--- config.mk ---
export PLATFORM = sky130hd
export DESIGN_NAME = six_channel_gate_control_logic
export DESIGN_NICKNAME = d
export VERILOG_FILES = /design/src/design/gate_ctrl_pkg.sv /design/src/design/chan_link_if.sv /design/src/design/gate_channel.sv /design/src/design/six_channel_gate_control_logic.sv
export SDC_FILE = /design/constraint.sdc
export NUM_CORES = 1
export LEC_CHECK = 0
export BUFFER_PORTS_ARGS = -buffer_cell sky130_fd_sc_hd__buf_2
export CORE_MARGIN = 2
export CORE_UTILIZATION = 55
export DETAILED_ROUTE_END_ITERATION = 10
export GPL_ROUTABILITY_DRIVEN = 1
export GPL_TIMING_DRIVEN = 0
export PLACE_DENSITY = 0.72
export SLEW_MARGIN = 20
export SYNTH_ARGS = -nofsm -noshare
export SYNTH_HDL_FRONTEND = slang
export SYNTH_SLANG_ARGS = --single-unit
export TNS_END_PERCENT = 20
--- constraint.sdc ---
create_clock -name ref_clk -period 6.1 [get_ports ref_clk]
set_input_delay 0.915 -clock ref_clk [delete_from_list [all_inputs] [get_ports ref_clk]]
set_output_delay 0.915 -clock ref_clk [all_outputs]
set_load 0.01 [all_outputs]
--- src/design/gate_ctrl_pkg.sv ---
// How it works
// - Shift serial input on clock rise in frame
// - Serial output changes on clock fall
// - Select low drives output, accepts input
// - Shifted word commits only on select rise
// - Select high floats output, ignores clock
// - Gate on: no reset, no shutdown, pin or bit
// - Serial gate bits clear on every reset
// - All six gate bits in one register
// - One mask bit per channel ignores detectors
// - Per-channel ground and battery threshold selects
// - Per-channel on and off blank time selects
// - Two shared retry timers (short, long) re-enable shut channels
// - Battery check on-state, ground/open check off-state
// - Six identical independent channel instances
// - Valid reset restores power-on register values
// - Valid reset holds all gates low
// - Valid reset clears faults, sets reset flag
// - Supply and heat flags mirror detectors live
// - Reset glitch filter rejects short low pulses
// - Three latched fault bits per channel
// - Fault bit holds until transfer after clearing
// - Detection off in reset or when masked
package gate_ctrl_pkg;
    localparam int CLK_KHZ = 20000;
    localparam int CH_N = 6;
    localparam int FRAME_W = 16;
    localparam int ADDR_W = 4;
    localparam int CFG_W = 12;
    localparam int SYNC_W = 30;
    localparam logic [SYNC_W-1:0] SYNC_IDLE = 30'h0000_0009;
    // -----------------------------
    // Frame addresses
    // -----------------------------
    localparam logic [ADDR_W-1:0] ADDR_GATE = 4'h0;
    localparam logic [ADDR_W-1:0] ADDR_MASK = 4'h1;
    localparam logic [ADDR_W-1:0] ADDR_CFG0 = 4'h2;
    localparam logic [ADDR_W-1:0] ADDR_RD1 = 4'h9;
    // -----------------------------
    // Configuration fields
    // -----------------------------
    localparam int CFG_SG = 0;
    localparam int CFG_SB_LSB = 1;
    localparam int CFG_TON_LSB = 4;
    localparam int CFG_TOF_LSB = 6;
    localparam int CFG_NPD = 8;
    localparam int CFG_RT0 = 10;
    localparam int CFG_RT1 = 11;
    localparam logic [CFG_W-1:0] CFG_RESET = 12'h000;
    localparam logic [CH_N-1:0] GATE_RESET = 6'h00;
    localparam logic [CH_N-1:0] MASK_RESET = 6'h00;
    localparam int FLT_STB = 0;
    localparam int FLT_STG = 1;
    localparam int FLT_OPEN = 2;
    // -----------------------------
    // Timing
    // -----------------------------
    localparam int RESET_FILTER_NS = 2000;
    localparam int RESET_FILTER_CYC = (RESET_FILTER_NS * CLK_KHZ + 999999) / 1000000;
    localparam int FILTER_NS = 2000;
    localparam int FILTER_CYC = FILTER_NS * CLK_KHZ / 1000000;
    localparam int TON0_US = 5;
    localparam int TON1_US = 14;
    localparam int TON2_US = 28;
    localparam int TON3_US = 56;
    localparam int TOF0_US = 80;
    localparam int TOF1_US = 140;
    localparam int TOF2_US = 280;
    localparam int TOF3_US = 4000;
    localparam int RETRY_SHORT_US = 10000;
    localparam int RETRY_LONG_US = 55000;
    localparam int TON0_CYC = TON0_US * CLK_KHZ / 1000;
    localparam int TON1_CYC = TON1_US * CLK_KHZ / 1000;
    localparam int TON2_CYC = TON2_US * CLK_KHZ / 1000;
    localparam int TON3_CYC = TON3_US * CLK_KHZ / 1000;
    localparam int TOF0_CYC = TOF0_US * CLK_KHZ / 1000;
    localparam int TOF1_CYC = TOF1_US * CLK_KHZ / 1000;
    localparam int TOF2_CYC = TOF2_US * CLK_KHZ / 1000;
    localparam int TOF3_CYC = TOF3_US * CLK_KHZ / 1000;
    localparam int RETRY_SHORT_CYC = RETRY_SHORT_US * CLK_KHZ / 1000;
    localparam int RETRY_LONG_CYC = RETRY_LONG_US * CLK_KHZ / 1000;
    localparam int BLANK_W = 17;
    localparam int FILT_W = 6;
    localparam int RF_W = 8;
    localparam int RETRY_W = 21;
endpackage

--- src/design/chan_link_if.sv ---
`timescale 1ns/1ns
`default_nettype none
interface chan_link_if;
    logic command;
    logic serialBit;
    logic resetHold;
    logic maskBit;
    logic [gate_ctrl_pkg::CFG_W-1:0] cfg;
    logic stbSeen;
    logic stgSeen;
    logic openSeen;
    logic retryShort;
    logic retryLong;
    logic gateOn;
    logic shutdown;
    logic [2:0] faultState;
    modport top (output command, serialBit, resetHold, maskBit, cfg, stbSeen,
                 stgSeen, openSeen, retryShort, retryLong,
                 input gateOn, shutdown, faultState);
    modport chan (input command, serialBit, resetHold, maskBit, cfg, stbSeen,
                  stgSeen, openSeen, retryShort, retryLong,
                  output gateOn, shutdown, faultState);
endinterface
`default_nettype wire

--- src/design/gate_channel.sv ---
`timescale 1ns/1ns
`default_nettype none
module gate_channel #(
    parameter int OffLongCyc = gate_ctrl_pkg::TOF3_CYC
) (
    input wire logic ref_clk,
    input wire logic arst_n,
    chan_link_if.chan link
);
    import gate_ctrl_pkg::*;

    typedef struct packed {
        logic gateOn;
        logic shut;
        logic [2:0] fault;
        logic serialPrev;
        logic [BLANK_W-1:0] blank;
        logic [FILT_W-1:0] filt;
    } chan_s;

    chan_s st_r;
    chan_s st_nxt;
    logic [BLANK_W-1:0] onBlank;
    logic [BLANK_W-1:0] offBlank;
    logic gateNext;
    logic seen;

    // -----------------------------
    // Next state
    // -----------------------------
    always_comb
    begin
        st_nxt = st_r;
        gateNext = 1'b0;
        seen = 1'b0;
        case (link.cfg[CFG_TON_LSB +: 2])
            2'h0: onBlank = BLANK_W'(TON0_CYC);
            2'h1: onBlank = BLANK_W'(TON1_CYC);
            2'h2: onBlank = BLANK_W'(TON2_CYC);
            default: onBlank = BLANK_W'(TON3_CYC);
        endcase
        case (link.cfg[CFG_TOF_LSB +: 2])
            2'h0: offBlank = BLANK_W'(TOF0_CYC);
            2'h1: offBlank = BLANK_W'(TOF1_CYC);
            2'h2: offBlank = BLANK_W'(TOF2_CYC);
            default: offBlank = BLANK_W'(OffLongCyc);
        endcase
        if (link.resetHold)
        begin
            st_nxt = '0;
        end
        else
        begin
            // Serial on-then-off toggle releases a shutdown
            if (st_r.serialPrev && !link.serialBit)
                st_nxt.shut = 1'b0;
            if (link.cfg[CFG_RT1] &&
                (link.cfg[CFG_RT0] ? link.retryLong : link.retryShort))
                st_nxt.shut = 1'b0;
            gateNext = link.command && !st_nxt.shut;
            st_nxt.gateOn = gateNext;
            st_nxt.serialPrev = link.serialBit;
            seen = st_r.gateOn ? link.stbSeen
                               : (link.stgSeen || link.openSeen);
            if (gateNext != st_r.gateOn)
            begin
                st_nxt.blank = gateNext ? onBlank : offBlank;
                st_nxt.filt = '0;
            end
            else if (st_r.blank != '0)
            begin
                st_nxt.blank = st_r.blank - 1'b1;
                // Fault state only clears at the end of a blank time
                if (st_r.blank == BLANK_W'(1) && !link.maskBit)
                begin
                    if (st_r.gateOn && !link.stbSeen)
                        st_nxt.fault[FLT_STB] = 1'b0;
                    if (!st_r.gateOn && !link.stgSeen)
                        st_nxt.fault[FLT_STG] = 1'b0;
                    if (!st_r.gateOn && !link.openSeen)
                        st_nxt.fault[FLT_OPEN] = 1'b0;
                end
            end
            else if (!link.maskBit && seen)
            begin
                if (st_r.filt != FILT_W'(FILTER_CYC))
                    st_nxt.filt = st_r.filt + 1'b1;
                if (st_r.filt == FILT_W'(FILTER_CYC - 1))
                begin
                    if (st_r.gateOn)
                    begin
                        st_nxt.fault[FLT_STB] = 1'b1;
                        st_nxt.shut = 1'b1;
                        st_nxt.gateOn = 1'b0;
                        // A shutdown is a turn-off too, so the off blank starts here
                        st_nxt.blank = offBlank;
                        st_nxt.filt = '0;
                    end
                    else
                    begin
                        st_nxt.fault[FLT_STG] = link.stgSeen | st_r.fault[FLT_STG];
                        st_nxt.fault[FLT_OPEN] = link.openSeen | st_r.fault[FLT_OPEN];
                    end
                end
            end
            else
            begin
                st_nxt.filt = '0;
            end
        end
    end

    always_ff @(posedge ref_clk or negedge arst_n)
    begin
        if (!arst_n)
            st_r <= '0;
        else
            st_r <= st_nxt;
    end

    assign link.gateOn = st_r.gateOn;
    assign link.shutdown = st_r.shut;
    assign link.faultState = st_r.fault;
endmodule // gate_channel
`default_nettype wire

--- src/design/six_channel_gate_control_logic.sv ---
`timescale 1ns/1ns
`default_nettype none
module six_channel_gate_control_logic #(
    parameter int OffLongCyc = gate_ctrl_pkg::TOF3_CYC,
    parameter int RetryShortCyc = gate_ctrl_pkg::RETRY_SHORT_CYC,
    parameter int RetryLongCyc = gate_ctrl_pkg::RETRY_LONG_CYC
) (
    input wire logic ref_clk,
    input wire logic arst_n,
    input wire logic chipResetLow,
    input wire logic selectLow,
    input wire logic serialClk,
    input wire logic serialIn,
    output logic serialOut,
    output logic serialOutEn,
    input wire logic [gate_ctrl_pkg::CH_N-1:0] channelCommandPin,
    input wire logic [gate_ctrl_pkg::CH_N-1:0] drainHighDetect,
    input wire logic [gate_ctrl_pkg::CH_N-1:0] drainLowDetect,
    input wire logic [gate_ctrl_pkg::CH_N-1:0] drainOpenDetect,
    input wire logic supplyLowDetect,
    input wire logic overheatDetect,
    output logic [gate_ctrl_pkg::CH_N-1:0] gateOutput,
    output logic [3*gate_ctrl_pkg::CH_N-1:0] stbLevel,
    output logic [gate_ctrl_pkg::CH_N-1:0] stgLevel,
    output logic [gate_ctrl_pkg::CH_N-1:0] pullDownOff
);
    import gate_ctrl_pkg::*;

    typedef struct packed {
        logic [SYNC_W-1:0] syncA;
        logic [SYNC_W-1:0] syncB;
        logic sckPrev;
        logic selPrev;
        logic [RF_W-1:0] rstCnt;
        logic chipReset;
        logic [FRAME_W-1:0] shiftIn;
        logic [FRAME_W-1:0] shiftOut;
        logic [4:0] bitCnt;
        logic soBit;
        logic soEn;
        logic [CH_N-1:0] gateBits;
        logic [CH_N-1:0] mask;
        logic [CH_N-1:0][CFG_W-1:0] cfg;
        logic [3*CH_N-1:0] report;
        logic logicResetFlag;
        logic readSel;
        logic [RETRY_W-1:0] shortCnt;
        logic [RETRY_W-1:0] longCnt;
        logic tickShort;
        logic tickLong;
        logic [CH_N-1:0] command;
        logic [CH_N-1:0] gateOut;
    } top_s;

    top_s r;
    top_s n;
    logic [SYNC_W-1:0] asyncIn;
    logic [CH_N-1:0] gateOnVec;
    logic [CH_N-1:0] shutVec;
    logic [3*CH_N-1:0] faultVec;
    logic selL;
    logic sck;
    logic si;
    logic rstPin;
    logic [CH_N-1:0] inPins;
    logic [CH_N-1:0] stbD;
    logic [CH_N-1:0] stgD;
    logic [CH_N-1:0] opD;
    logic supplyLow;
    logic overheat;
    logic [ADDR_W-1:0] addr;
    logic [CFG_W-1:0] data;
    logic [FRAME_W-1:0] readWord;

    // Everything from the pins, packed for the synchroniser
    assign asyncIn = {supplyLowDetect, overheatDetect, drainOpenDetect,
                      drainLowDetect, drainHighDetect, channelCommandPin,
                      chipResetLow, serialIn, serialClk, selectLow};

    // -----------------------------
    // Synchronised views
    // -----------------------------
    always_comb
    begin
        selL = r.syncB[0];
        sck = r.syncB[1];
        si = r.syncB[2];
        rstPin = r.syncB[3];
        inPins = r.syncB[4 +: CH_N];
        stbD = r.syncB[10 +: CH_N];
        stgD = r.syncB[16 +: CH_N];
        opD = r.syncB[22 +: CH_N];
        overheat = r.syncB[28];
        supplyLow = r.syncB[29];
        addr = r.shiftIn[FRAME_W-1 -: ADDR_W];
        data = r.shiftIn[CFG_W-1:0];
        // Supply and heat flags are live, not latched
        readWord = {r.logicResetFlag, supplyLow, overheat, r.readSel, 3'b000,
                    r.readSel ? r.report[17:9] : r.report[8:0]};
    end

    // -----------------------------
    // Next state
    // -----------------------------
    always_comb
    begin
        n = r;
        n.syncA = asyncIn;
        n.syncB = r.syncA;
        n.sckPrev = sck;
        n.selPrev = selL;
        n.tickShort = 1'b0;
        n.tickLong = 1'b0;
        // Reset filter: a pulse shorter than the count is ignored
        if (!rstPin)
        begin
            if (r.rstCnt != RF_W'(RESET_FILTER_CYC))
                n.rstCnt = r.rstCnt + 1'b1;
            else
                n.chipReset = 1'b1;
        end
        else
        begin
            n.rstCnt = '0;
            n.chipReset = 1'b0;
        end
        if (r.chipReset)
        begin
            n.gateBits = GATE_RESET;
            n.mask = MASK_RESET;
            n.cfg = {CH_N{CFG_RESET}};
            n.report = '0;
            n.logicResetFlag = 1'b1;
            n.readSel = 1'b0;
            n.bitCnt = '0;
            n.soEn = 1'b0;
            n.soBit = 1'b0;
        end
        else if (!selL)
        begin
            n.soEn = 1'b1;
            if (r.selPrev)
            begin
                // Frame start: first bit is valid before any clock edge
                n.shiftOut = readWord;
                n.soBit = readWord[FRAME_W-1];
                n.bitCnt = '0;
            end
            else
            begin
                if (sck && !r.sckPrev)
                begin
                    n.shiftIn = {r.shiftIn[FRAME_W-2:0], si};
                    if (r.bitCnt != 5'h1f)
                        n.bitCnt = r.bitCnt + 1'b1;
                end
                if (!sck && r.sckPrev)
                begin
                    n.shiftOut = {r.shiftOut[FRAME_W-2:0], 1'b0};
                    n.soBit = r.shiftOut[FRAME_W-2];
                end
            end
        end
        else
        begin
            n.soEn = 1'b0;
            if (!r.selPrev)
            begin
                // A frame of the wrong length writes no register; fault and reset flags still update
                if (r.bitCnt == 5'(FRAME_W))
                begin
                    if (addr == ADDR_GATE)
                        n.gateBits = data[CH_N-1:0];
                    if (addr == ADDR_MASK)
                        n.mask = data[CH_N-1:0];
                    for (int k = 0; k < CH_N; k++)
                    begin
                        if (addr == ADDR_CFG0 + ADDR_W'(k))
                            n.cfg[k] = data;
                    end
                    n.readSel = (addr == ADDR_RD1);
                end
                n.report = r.report & faultVec;
                n.logicResetFlag = 1'b0;
            end
        end
        if (!r.chipReset)
            n.report = n.report | faultVec;
        // Shared retry timers run only while some channel is shut
        if (|shutVec)
        begin
            n.shortCnt = r.shortCnt + 1'b1;
            n.longCnt = r.longCnt + 1'b1;
            if (r.shortCnt == RETRY_W'(RetryShortCyc - 1))
            begin
                n.shortCnt = '0;
                n.tickShort = 1'b1;
            end
            if (r.longCnt == RETRY_W'(RetryLongCyc - 1))
            begin
                n.longCnt = '0;
                n.tickLong = 1'b1;
            end
        end
        else
        begin
            n.shortCnt = '0;
            n.longCnt = '0;
        end
        n.command = inPins | r.gateBits;
        n.gateOut = gateOnVec & ~{CH_N{r.chipReset}};
    end

    always_ff @(posedge ref_clk or negedge arst_n)
    begin
        if (!arst_n)
        begin
            r <= '0;
            r.syncA <= SYNC_IDLE;
            r.syncB <= SYNC_IDLE;
            r.selPrev <= 1'b1;
            r.logicResetFlag <= 1'b1;
        end
        else
        begin
            r <= n;
        end
    end

    // -----------------------------
    // Channels
    // -----------------------------
    for (genvar i = 0; i < CH_N; i++)
    begin : g_ch
        chan_link_if link ();
        assign link.command = r.command[i];
        assign link.serialBit = r.gateBits[i];
        assign link.resetHold = r.chipReset;
        assign link.maskBit = r.mask[i];
        assign link.cfg = r.cfg[i];
        assign link.stbSeen = stbD[i];
        assign link.stgSeen = stgD[i];
        assign link.openSeen = opD[i];
        assign link.retryShort = r.tickShort;
        assign link.retryLong = r.tickLong;
        assign gateOnVec[i] = link.gateOn;
        assign shutVec[i] = link.shutdown;
        assign faultVec[3*i +: 3] = link.faultState;
        assign stbLevel[3*i +: 3] = r.cfg[i][CFG_SB_LSB +: 3];
        assign stgLevel[i] = r.cfg[i][CFG_SG];
        assign pullDownOff[i] = r.cfg[i][CFG_NPD];
        gate_channel #(.OffLongCyc(OffLongCyc)) u_ch (
            .ref_clk(ref_clk),
            .arst_n(arst_n),
            .link(link.chan)
        );
    end

    assign serialOut = r.soBit;
    assign serialOutEn = r.soEn;
    assign gateOutput = r.gateOut;
endmodule // six_channel_gate_control_logic
`default_nettype wire

==> run summary <==
Max-cap violations in this run came to 0. Starting density of the core: 0.555. The signed area change from the synthesized netlist to the final layout works out to 12.0%. The die is 210 um tall. The count of pins over their slew limit was 0.

The synthesized design contains 0 enable-type register cells. The HPWL after detailed placement came out at 43,400 um. Dividing the detail-routed via count by the number of cells gives 6.18. Clock tree synthesis selected as its root buffer the cell clkbuf_16. The kind of end point of the critical path was a flip-flop. In the final layout, the multi-input gates occupy 11,100 um^2. The run gives 0 as the number of nets still failing antenna checks after routing.

The overall die width is 210 um. Total wirelength of the detailed-routed design: 61,700 um. The run gives 3 as the maximum clock insertion buffer count.

The logs give 19,200 for the overall via count from detail_route and 3,019 for the total instance count after detailed placement. After detailed routing, the average wire length per cell comes to 19.9 um. The analysis attributes to cell leakage a power of 11.3 nW.

The mapped netlist covers 23,200 um^2. The class of the tightest hold or removal check is input port to asynchronous set/reset pin. The fraction of the yosys area taken by sequential cells was 0.471. Areal power density over the cells: 276 nW/um^2. The tools report the number of H-tree levels as 2. STA classifies the critical path startpoint as a flip-flop.

After technology mapping, the gate count stands at 2,407. The layout has 3,446 filler cells. The clock period minus final worst setup slack was 4370 ps. The commonest cells after synthesis are 431 x dfrtp_1, 202 x nor2_1, 170 x nand3_1.

The flow ran to the end, and the final reports show no timing, DRC or antenna violations. Count of buffers added by post-CTS timing repair for setup: 0. Entering global routing, the biggest net connects 100 pins.

The total of hold buffers inserted after clock tree synthesis is 0, and the share of the synthesized area in the top cell type is 0.464. The normalized max-slew margin was 0.283. Global routing usage summed across all routing layers: 0.285. The tools report the TritonCTS sink count as 437. After detailed routing, the number of remaining DRC violations is 0.

The biggest area contributor in the post-synthesis netlist is dfrtp_1. The total area inside the core boundary comes to 41,900 um^2. After the flow finishes, the layout carries non-filler instances totaling 3,106. Counting distinct cell types in the post-synthesis netlist gives 89.

TritonCTS created 49 clock buffers. The clock insertion delay at the later pin of the skew report is 600 ps, and the final clock skew is 23.0 ps. The number of buffer cells added on primary ports is 69.

Hold is met by 284 ps. The synthesized design contains 437 register bits. At the worst endpoint, the required time is 6610 ps. The number of nets in the finished design came out at 2,660. The share of cells above drive strength 1 was 0.116.

The clock-pin slew on the worst setup and hold paths came out at 60 ps. Setup repair after global routing left no endpoint under its margin. Before antenna repair, the detailed router went through 8 iterations. Setup violations remaining at the end of the flow were counted as 0.

After floorplanning, the core was divided into 75 placement rows. In this run the count of I/O pins placed on the die edge is 70. For the pin with the worst max-slew slack, the measured transition is 1070 ps. The tools report the post-route core utilization as 0.622. Area of the die: 43,900 um^2. Data arrives at the worst endpoint at 4880 ps.

IR analysis of the VDD net gives a maximum drop of 0.000227 V. The DRC violation total after the first TritonRoute iteration was 1,685; the post-synthesis area per instance was 9.65 um^2. Static timing analysis puts the maximum clock frequency at 229 MHz.

The most frequently used cell type in the post-synthesis netlist was dfrtp_1. Share of the cycle needed by the critical path after routing: 0.717. The first-pass GRT wire length is 99,700 um. TritonCTS built the clock tree. The logs give 18,400 for the via count of the first global-routing pass and 10,900 um^2 for the sequential cell area in the final layout. Maximum net fanout on the critical path: 10.

In the synthesized netlist the dominant register cell turns out to be dfrtp_1. The final hold violation count was 0; the number of antenna violations at the first check in global routing was 0. The global placer's final weighted congestion is 0.954.

When the netlist entered floorplanning its net count stood at 2,536. Post-CTS repair changed the size of 0 cells. The share of flip-flops with an asynchronous set or reset after synthesis is 1.00. Sorting the synthesized cells by area gives the leading types as dfrtp_1 46%, ha_1 5.2%, nand3_1 3.7%.

After global routing the overflow that remains totals 0. For this run, the number of Yosys warnings is 0. The type of the worst setup path was flip-flop to flip-flop.
[stage by stage]
| step | setup WS [ps] | area [um^2] | setup TNS, ps | power, mW |
|---|---|---|---|---|
| 2_1_floorplan | 2710 | 23200 | 0 | 3.92 |
| 3_3_place_gp | -4500 | 24300 | -1920990 | 4.18 |
| 3_5_place_dp | 1860 | 24400 | 0 | 4.22 |
| 4_1_cts | 1800 | 26000 | 0 | 7.22 |
| 5_1_grt | 1510 | 26000 | 0 | 7.48 |
| 6_report | 1730 | 26000 | 0 | 7.18 |
[cells by family (layout without fill, tap and decap cells)]
family | after synthesis | in the layout | share of synthesized area
AND/OR/NAND/NOR | 915 | 915 | 0.210
adder cells (fa/ha/maj) | 97 | 97 | 0.0522
buffers and inverters | 271 | 430 | 0.0512
other | 0 | 1 | 0
multiplexers | 62 | 62 | 0.0284
XOR/XNOR | 119 | 119 | 0.0449
AO/OA/AOI/OAI | 506 | 506 | 0.142
flip-flops | 437 | 437 | 0.471
[power by group]
group | internal, mW | switching [mW] | leakage (nW)
clock network | 1.77 | 1.22 | 0.814
logic | 0.365 | 0.554 | 4.72
registers | 3.07 | 0.203 | 5.75
[critical path, stage by stage, from the launching register on]
cell,delay (ps)
dfrtp_1,540
mux2i_1,190
o221ai_1,590
and2_1,260
clkbuf_1,360
ha_1,180
clkbuf_1,370
nor4bb_1,330
nand4_1,120
or4b_2,750
a221oi_1,370
mux2i_1,230
[sequential cells by signal, summed over array words and instances, names as in the netlist, 12 cells and up]
name	count
r	95
g_ch.u_ch.st_r	144
g_ch.u_ch.link.faultState	18
g_ch.link.cfg	66
data	12
n	32
[placed cells by master (no fill, tap or decap), drive strengths merged, types with 97 or more instances in the layout]
cell type	netlist	final
nand2	145	145
o21ai	126	126
ha	97	97
nor2	203	203
clkbuf	88	154
buf	61	134
a21oi	123	123
inv	121	123
nand3	170	170
dfrtp	431	431
[worst paths after layout]
kind,from,end,cells after the start,slack (ps)
hold / removal,arst_n,g_ch[4].u_ch.st_r[5],1,280
min in group ref_clk,n[233],g_ch[1].link.openSeen,0,340
setup reg to reg,g_ch[0].link.retryLong,g_ch[5].u_ch.link.faultState[0],11,1730
hold reg to reg,n[233],g_ch[1].link.openSeen,0,340
setup / recovery,g_ch[0].link.retryLong,g_ch[5].u_ch.link.faultState[0],11,1730
max in group asynchronous,arst_n,n[213],4,4060
[metal layers]
metal / vias up / global-route usage / part of all wire
met5: - / 0 / 0
met4: 0 / 0.105 / 0.035
met3: 135 / 0.0572 / 0.075
met2: 693 / 0.448 / 0.46
met1: 9481 / 0.394 / 0.43
li1: 8894 / - / -
[area by class of cell]
class | count | share of cell area
multi-input combinational | 1699 | 0.427
sequential | 437 | 0.421
clock buffer | 66 | 0.0550
buffer | 149 | 0.0281
tap | 539 | 0.0259
timing repair buffer | 73 | 0.0179
inverter | 122 | 0.0176
clock inverter | 20 | 0.00774
antenna | 1 | 0.0000962
(Power assumes the default switching activity.)
